$ cat config.mk
export PLATFORM = sky130hd
export DESIGN_NAME = emc_error_manager
export DESIGN_NICKNAME = d
export VERILOG_FILES = /design/src/verilog/emc_pkg.sv /design/src/verilog/emc_edge_det.sv /design/src/verilog/emc_error_manager.sv
export SDC_FILE = /design/constraint.sdc
export NUM_CORES = 1
export LEC_CHECK = 0
export BUFFER_PORTS_ARGS = -buffer_cell sky130_fd_sc_hd__buf_2
export CAP_MARGIN = 10
export CORE_MARGIN = 1.5
export CORE_UTILIZATION = 55
export DETAILED_ROUTE_END_ITERATION = 16
export PLACE_DENSITY_LB_ADDON = 0.15
export SLEW_MARGIN = 30
export SYNTH_ARGS = -nofsm -noshare
export SYNTH_HDL_FRONTEND = slang
export SYNTH_SLANG_ARGS = --single-unit
$ cat constraint.sdc
create_clock -name clk -period 5.6 [get_ports clk]
set_input_delay 0 -clock clk [delete_from_list [all_inputs] [get_ports clk]]
set_output_delay 0 -clock clk [all_outputs]
set_load 0.02 [all_outputs]
$ cat src/verilog/emc_pkg.sv
package emc_pkg;

  // register bus shape
  localparam int          ADDR_W          = 16;
  localparam int          DATA_W          = 16;

  // register offsets
  localparam logic [15:0] OFF_CLEAR       = 16'hf421;
  localparam logic [15:0] OFF_PARITY_MASK = 16'hf422;
  localparam logic [15:0] OFF_SW_MASK     = 16'hf423;
  localparam logic [15:0] OFF_WD_MASK     = 16'hf424;
  localparam logic [15:0] OFF_STACK_MASK  = 16'hf425;
  localparam logic [15:0] OFF_LOOP_MASK   = 16'hf426;
  localparam logic [15:0] OFF_FLAG        = 16'hf427;
  localparam logic [15:0] OFF_CODE        = 16'hf428;
  localparam logic [15:0] OFF_IRQ_STATUS  = 16'hf430;
  localparam logic [15:0] OFF_IRQ_MASK    = 16'hf431;

  // reset values
  localparam logic [15:0] RST_CLEAR       = 16'h0000;
  localparam logic [15:0] RST_PARITY_MASK = 16'h0003;
  localparam logic [15:0] RST_SW_MASK     = 16'h0000;
  localparam logic [15:0] RST_WD_MASK     = 16'h0000;
  localparam logic [15:0] RST_STACK_MASK  = 16'h0000;
  localparam logic [15:0] RST_LOOP_MASK   = 16'h0000;
  localparam logic [15:0] RST_CODE        = 16'h0000;
  localparam logic [15:0] RST_IRQ_MASK    = 16'h0000;

  // parity mask field positions
  localparam int          PAR_RC_LSB      = 0;   // rate converter mem 0..1
  localparam int          PAR_PM_A        = 2;
  localparam int          PAR_PM_B        = 3;
  localparam int          PAR_DM_A_LSB    = 4;   // data mem a banks 0..3
  localparam int          PAR_DM_B_LSB    = 8;   // data mem b banks 0..3
  localparam int          PAR_SRC_N       = 12;

  // error code bit positions
  localparam int          CODE_WATCHDOG   = 12;
  localparam int          CODE_STACK      = 13;
  localparam int          CODE_LOOP       = 14;
  localparam int          CODE_SOFT       = 15;

  // interrupt status bits
  localparam int          IRQ_FIRST_ERR   = 0;   // first unmasked error since reset or clear
  localparam int          IRQ_CLEARED     = 1;   // manager cleared
  localparam int          IRQ_N           = 2;

  // stereo rate converters, per memory bank and in total
  localparam int          RC_PER_BANK     = 4;
  localparam int          RC_N            = 8;

endpackage : emc_pkg

$ cat src/verilog/emc_edge_det.sv
`timescale 1ns/100ps
// rising edge finder on a register bit of the same clock domain
module emc_edge_det
  import emc_pkg::*;
(
  // clock and reset
  input  wire logic clk,
  input  wire logic rst,
  // level in, pulse out
  input  wire logic level_in,
  output logic      rise_pulse
);

  logic prev_r;

  // previous value, reset matches the clear register reset of zero
  always_ff @(posedge clk) begin
    if (rst) begin
      prev_r <= 1'b0;
    end else begin
      prev_r <= level_in;
    end
  end

  // steady 0 or 1 gives nothing
  assign rise_pulse = level_in & ~prev_r;

endmodule : emc_edge_det

$ cat src/verilog/emc_error_manager.sv
// Implementation choice: the strobed register port.
`timescale 1ns/100ps
// How it works
// rising edge of clear bit 0 clears master flag and manager state
// software writes clear bit 1 then 0 so next clear needs an edge
// parity mask holds one bit per bank of both data memories
// bits 11..8 mask data memory b banks 3..0; 1 suppresses
// bits 7..4 mask data memory a banks 3..0; 1 suppresses
// bit 3 masks program memory b, bit 2 program memory a
// bits 1..0 mask rate converter memories; register resets to 0x0003
// stereo converters 0-3 use memory bank 0, 4-7 use bank 1
// software mask bit 0: 0 reports software errors, 1 ignores
// watchdog mask bit 0: 0 reports watchdog errors, 1 ignores
// unused upper bits are reserved, read-write, reset zero
// unmasked error sets sticky read-only master flag until clear
// error code keeps only the first reported error until clear
// stack and loop masks: 0 reports, 1 ignores, reset 0
// clear edge found synchronously; masked sources touch nothing
module emc_error_manager
  import emc_pkg::*;
(
  // clock and reset
  input  wire logic              clk,
  input  wire logic              rst,
  // register port
  input  wire logic [ADDR_W-1:0] reg_addr,
  input  wire logic [DATA_W-1:0] reg_wdata,
  input  wire logic              reg_wr,
  input  wire logic              reg_rd,
  output logic      [DATA_W-1:0] reg_rdata,
  // parity error pulses from memories
  input  wire logic [3:0]        data_memory_a_err,
  input  wire logic [3:0]        data_memory_b_err,
  input  wire logic              program_memory_a_err,
  input  wire logic              program_memory_b_err,
  input  wire logic [RC_N-1:0]   rate_converter_err,
  // other error sources
  input  wire logic              software_err,
  input  wire logic              watchdog_err,
  input  wire logic              stack_err,
  input  wire logic              loop_err,
  // status out
  output logic                   error_flag,
  output logic                   irq
);

  ////////////////////////////////////////////////////////////////////////////
  // registers

  logic [DATA_W-1:0] clear_r;
  logic [DATA_W-1:0] parity_mask_r;
  logic [DATA_W-1:0] sw_mask_r;
  logic [DATA_W-1:0] wd_mask_r;
  logic [DATA_W-1:0] stack_mask_r;
  logic [DATA_W-1:0] loop_mask_r;
  logic              flag_r;
  logic [DATA_W-1:0] code_r;
  logic [IRQ_N-1:0]  irq_status_r;
  logic [IRQ_N-1:0]  irq_mask_r;
  logic [DATA_W-1:0] rdata_r;

  logic              clear_pulse;
  logic [1:0]        rc_bank_err;
  logic [DATA_W-1:0] raw_err;
  logic [DATA_W-1:0] src_mask;
  logic [DATA_W-1:0] live_err;
  logic              any_err;
  logic [IRQ_N-1:0]  irq_event;
  logic [IRQ_N-1:0]  irq_status_nxt;

  ////////////////////////////////////////////////////////////////////////////
  // write side of the mask and clear registers

  // clear and source mask registers keep all bits as written, reserved bits included; the irq mask keeps only its IRQ_N bits
  always_ff @(posedge clk) begin
    if (rst) begin
      clear_r       <= RST_CLEAR;
      parity_mask_r <= RST_PARITY_MASK;
      sw_mask_r     <= RST_SW_MASK;
      wd_mask_r     <= RST_WD_MASK;
      stack_mask_r  <= RST_STACK_MASK;
      loop_mask_r   <= RST_LOOP_MASK;
      irq_mask_r    <= RST_IRQ_MASK[IRQ_N-1:0];
    end else if (reg_wr) begin
      case (reg_addr)
        OFF_CLEAR:       clear_r       <= reg_wdata;
        OFF_PARITY_MASK: parity_mask_r <= reg_wdata;
        OFF_SW_MASK:     sw_mask_r     <= reg_wdata;
        OFF_WD_MASK:     wd_mask_r     <= reg_wdata;
        OFF_STACK_MASK:  stack_mask_r  <= reg_wdata;
        OFF_LOOP_MASK:   loop_mask_r   <= reg_wdata;
        OFF_IRQ_MASK:    irq_mask_r    <= reg_wdata[IRQ_N-1:0];
        default: ;
      endcase
    end
  end

  ////////////////////////////////////////////////////////////////////////////
  // clear edge

  // the host must return the bit to 0 before another clear can fire
  emc_edge_det u_clear_edge (
    .clk        (clk),
    .rst        (rst),
    .level_in   (clear_r[0]),
    .rise_pulse (clear_pulse)
  );

  ////////////////////////////////////////////////////////////////////////////
  // error sources

  // stereo converters share two memory banks, four per bank
  genvar gi;
  generate
    for (gi = 0; gi < 2; gi = gi + 1) begin : g_rc_bank
      assign rc_bank_err[gi] = |rate_converter_err[gi*RC_PER_BANK +: RC_PER_BANK];
    end
  endgenerate

  // raw errors laid out as the error code register
  always_comb begin
    raw_err                                = '0;
    raw_err[PAR_RC_LSB +: 2]               = rc_bank_err;
    raw_err[PAR_PM_A]                      = program_memory_a_err;
    raw_err[PAR_PM_B]                      = program_memory_b_err;
    raw_err[PAR_DM_A_LSB +: 4]             = data_memory_a_err;
    raw_err[PAR_DM_B_LSB +: 4]             = data_memory_b_err;
    raw_err[CODE_WATCHDOG]                 = watchdog_err;
    raw_err[CODE_STACK]                    = stack_err;
    raw_err[CODE_LOOP]                     = loop_err;
    raw_err[CODE_SOFT]                     = software_err;
  end

  // mask in the same layout; a 1 suppresses the source
  always_comb begin
    src_mask                               = '0;
    src_mask[PAR_SRC_N-1:0]                = parity_mask_r[PAR_SRC_N-1:0];
    src_mask[CODE_WATCHDOG]                = wd_mask_r[0];
    src_mask[CODE_STACK]                   = stack_mask_r[0];
    src_mask[CODE_LOOP]                    = loop_mask_r[0];
    src_mask[CODE_SOFT]                    = sw_mask_r[0];
  end

  assign live_err = raw_err & ~src_mask;
  assign any_err  = |live_err;

  ////////////////////////////////////////////////////////////////////////////
  // manager state: master flag and first error code

  // an error in the clear cycle wins: it opens the next episode, so a
  // one-cycle parity pulse that meets the clear edge is not lost
  always_ff @(posedge clk) begin
    if (rst) begin
      flag_r <= 1'b0;
    end else if (any_err) begin
      flag_r <= 1'b1;
    end else if (clear_pulse) begin
      flag_r <= 1'b0;
    end
  end

  // only the first report is kept; several sources in that one cycle all show
  always_ff @(posedge clk) begin
    if (rst) begin
      code_r <= RST_CODE;
    end else if (any_err && (!flag_r || clear_pulse)) begin
      code_r <= live_err;
    end else if (clear_pulse) begin
      code_r <= RST_CODE;
    end
  end

  assign error_flag = flag_r;

  ////////////////////////////////////////////////////////////////////////////
  // interrupt status, write one to clear, set wins

  assign irq_event[IRQ_FIRST_ERR] = any_err & (~flag_r | clear_pulse);
  assign irq_event[IRQ_CLEARED]   = clear_pulse;

  always_comb begin
    irq_status_nxt = irq_status_r;
    if (reg_wr && reg_addr == OFF_IRQ_STATUS) begin
      irq_status_nxt = irq_status_nxt & ~reg_wdata[IRQ_N-1:0];
    end
    irq_status_nxt = irq_status_nxt | irq_event;
  end

  always_ff @(posedge clk) begin
    if (rst) begin
      irq_status_r <= '0;
    end else begin
      irq_status_r <= irq_status_nxt;
    end
  end

  assign irq = |(irq_status_r & irq_mask_r);

  ////////////////////////////////////////////////////////////////////////////
  // read side, data one cycle after the strobe; unmapped reads give zero

  always_ff @(posedge clk) begin
    if (rst) begin
      rdata_r <= '0;
    end else if (reg_rd) begin
      case (reg_addr)
        OFF_CLEAR:       rdata_r <= clear_r;
        OFF_PARITY_MASK: rdata_r <= parity_mask_r;
        OFF_SW_MASK:     rdata_r <= sw_mask_r;
        OFF_WD_MASK:     rdata_r <= wd_mask_r;
        OFF_STACK_MASK:  rdata_r <= stack_mask_r;
        OFF_LOOP_MASK:   rdata_r <= loop_mask_r;
        OFF_FLAG:        rdata_r <= {{(DATA_W-1){1'b0}}, flag_r};
        OFF_CODE:        rdata_r <= code_r;
        OFF_IRQ_STATUS:  rdata_r <= {{(DATA_W-IRQ_N){1'b0}}, irq_status_r};
        OFF_IRQ_MASK:    rdata_r <= {{(DATA_W-IRQ_N){1'b0}}, irq_mask_r};
        default:         rdata_r <= '0;
      endcase
    end else begin
      rdata_r <= '0;
    end
  end

  assign reg_rdata = rdata_r;

endmodule : emc_error_manager

==> results.sh <==
export IMPL_outcome="finished, final reports clean"
export IMPL_fin_area_mm2=0.00714
export IMPL_yosysTopAreaCellShare_pct=46.2
export IMPL_tightest_slew_ns=0.831
export IMPL_ff2ff_setup_slack_ns=3.33
export IMPL_synth_nets=705
export IMPL_vias=5051
export IMPL_ant_nets=0
export IMPL_fin_cells=880
export IMPL_grt_ovfl_total=0
export IMPL_max_freq_mhz=438
export IMPL_drv_cap=0
export IMPL_p_leak_nw=2.71
export IMPL_cts_sinks=134
export IMPL_dp_hpwl_um=10100
export IMPL_fp_dieW_um=106
export IMPL_required_ns=6.04
export IMPL_worstSetupPathType="in -> reg"
export IMPL_dieHeight_um=106
export IMPL_synthTopCellsByArea="dfxtp_1 (46%), mux2i_1 (11%), nand2_1 (6.7%)"
export IMPL_dieArea_mm2=0.0112
export IMPL_p_seq_share_pct=45.3
export IMPL_initial_core_util_pct=56.4
export IMPL_power_switching_mw=0.436
export IMPL_clockPowerShare_pct=49.4
export IMPL_cp_start_kind="input port"
export IMPL_critPathLaunch="reg_addr[1]"
export IMPL_numPortBuffers=75
export IMPL_slew_violations=0
export IMPL_clock_skew_ns=0.00734
export IMPL_seq_area_frac_synth_pct=46.2
export IMPL_timing_rr_start="sw_mask_r[0]"
export IMPL_final_setup_tns_ns=0
export IMPL_synth_avg_cell_area_um2=8.97
export IMPL_synth_seq_cells=134
export IMPL_r2r_cells=7
export IMPL_intPower_mw=1.70
export IMPL_arrival_ns=2.72
export IMPL_fp_coreArea_mm2=0.0103
export IMPL_drive_above_1_share_pct=16.7
export IMPL_cts_root_buf="clkbuf_8"
export IMPL_ys_warn_count=0
export IMPL_powerDensity_mw_per_mm2=299
export IMPL_drc_errors=0
export IMPL_numCtsBuffers=17
export IMPL_combPwrFrac_pct=5.3
export IMPL_clock_path_buffers=2
export IMPL_rsz0062_at_grt="false"
export IMPL_min_period_ns=2.28
export IMPL_irDropWorstVdd_mv=0.234
export IMPL_area_growth_pct=23.0
export IMPL_final_nets=791
export IMPL_track_usage_pct=28.4
export IMPL_drt_initial_drc_count=435
export IMPL_grt_pass1_vias=4666
export IMPL_synthCells=647
export IMPL_synth_common_cells="dfxtp_1 (134), nand2_1 (103), mux2i_1 (64), nor2_1 (53), a21oi_1 (48)"
export IMPL_crit_path_end="loop_mask_r[9]"
export IMPL_grt_pass1_wl_um=24500
export IMPL_clk_latency_ns=0.51
export IMPL_final_util_pct=69.4
export IMPL_wire_per_inst_um=17.6
export IMPL_synth_edf_count=0
export IMPL_via_per_inst=5.74
export IMPL_syn_area_mm2=0.00580
export IMPL_worstHoldPathType="in -> reg"
export IMPL_cts_tree="done"
export IMPL_relSlewSlack_pct=44.6
export IMPL_yosysUniqueCellTypes=46
export IMPL_placed_cells=812
export IMPL_grt_max_degree=122
export IMPL_ioPinCount=76
export IMPL_synth_largest_area_cell="dfxtp_1"
export IMPL_dr_pass1_iters=5
export IMPL_hold_viol_final=0
export IMPL_row_count=37
export IMPL_cts_resized=0
export IMPL_switching_share_pct=20.4
export IMPL_cp_max_fo=16
export IMPL_setup_viol=0
export IMPL_synth_flop_cell="dfxtp_1"
export IMPL_htreeDepth=4
export IMPL_diodes=0
export IMPL_async_flop_share_pct=0
export IMPL_cts_reportedPaths_clkPinSlew_ns=0.06
export IMPL_synth_most_common_cell="dfxtp_1"
export IMPL_placed_area_mm2=0.00619
export IMPL_endpoint_kind="flip-flop"
export IMPL_fin_crit_sh_pct=40.8
export IMPL_grt_antenna_before_repair=0
export IMPL_gp_congestion=0.857
export IMPL_rr_endpoint="reg_rdata[0]"
export IMPL_routed_wl_um=15500
-- per-stage QoR --
step | setup slack [ns] | power (mW) | hold slack (ns)
final | 3.32 | 2.14 | 0.0266
after global placement | 2.75 | 1.08 | 0.299
after detailed placement | 2.74 | 1.08 | 0.309
after floorplan | 3.57 | 1.04 | 0.124
after CTS | 2.82 | 2.15 | 0.0156
after global routing | 3.16 | 2.20 | 0.0552
-- placed cells by master, fill, tap and decap left out, types with 19 or more instances in the layout --
cell	n
dfxtp_1	134
nand2_1	103
buf_2	74
mux2i_1	64
nor2_1	52
a21oi_1	48
a22oi_1	46
dlygate4sd3_1	37
nand3b_1	20
nor2b_1	19
-- routing by layer --
metal | up-vias | wire length, um | track usage [%]
met2 | 202 | 6980 | 43.8
li1 | 2453 | - | -
met4 | 0 | 188 | 8.59
met3 | 16 | 1070 | 4.89
met5 | - | 0 | 0
met1 | 2380 | 7230 | 40.8
-- worst min path at each step --
| stage | start | endpoint | slack, ns | depth (start not counted) |
|---|---|---|---|---|
| floorplan | reg_wdata[1] | parity_mask_r[1] | 0.12 | 2 |
| global placement | rst | irq_status_r[1] | 0.30 | 2 |
| detailed placement | rst | irq_status_r[1] | 0.31 | 2 |
| CTS | reg_wr | irq_mask_r[1] | 0.02 | 4 |
| global route | reg_wr | irq_mask_r[1] | 0.06 | 4 |
| finish | reg_wr | irq_mask_r[1] | 0.03 | 4 |
-- power groups by stage --
stage / Sequential (mW) / Combinational [mW] / Clock [mW]
after floorplan: 0.985 / 0.0510 / 0
after global placement: 0.987 / 0.0910 / 0
after detailed placement: 0.987 / 0.0935 / 0
after CTS: 0.967 / 0.112 / 1.07
after global routing: 0.967 / 0.122 / 1.11
final: 0.967 / 0.113 / 1.06
-- cell type report --
cell class | instances | area (um^2)
Fill cell | 822 | 3140
Multi-Input combinational cell | 460 | 2900
Sequential cell | 134 | 2680
Timing Repair Buffer | 118 | 808
Clock buffer | 27 | 502
Tap cell | 136 | 170
Clock inverter | 3 | 65.1
Inverter | 2 | 7.51
-- critical path, cell delays in order --
cell           delay (ns)
dlygate4sd3_1        0.53
buf_2                0.19
or3b_2               0.51
nor4_4               0.30
buf_4                0.29
and3_1               0.62
nand2_1              0.13
a21oi_1              0.14
-- registers in the layout (all words and copies together) (netlist names), 2 cells and up --
register	count
wd_mask_r	16
sw_mask_r	16
parity_mask_r	16
irq_mask_r	2
irq_status_r	2
code_r	16
reg_rdata	16
loop_mask_r	16
clear_r	16
stack_mask_r	16
-- logic make-up after synthesis --
group	share of synthesized area [%]
muxes	11.8
and+or+nand+nor	21.7
buffers and inverters	4.10
DFF	46.2
AOI/OAI and AO/OA	16.1
-- timing repair --
action	4_1_cts	5_1_grt
buffers inserted	0	0
hold buffers	37	0
endpoints found under the hold margin	117	0
Power figures use the tool's default switching activity.
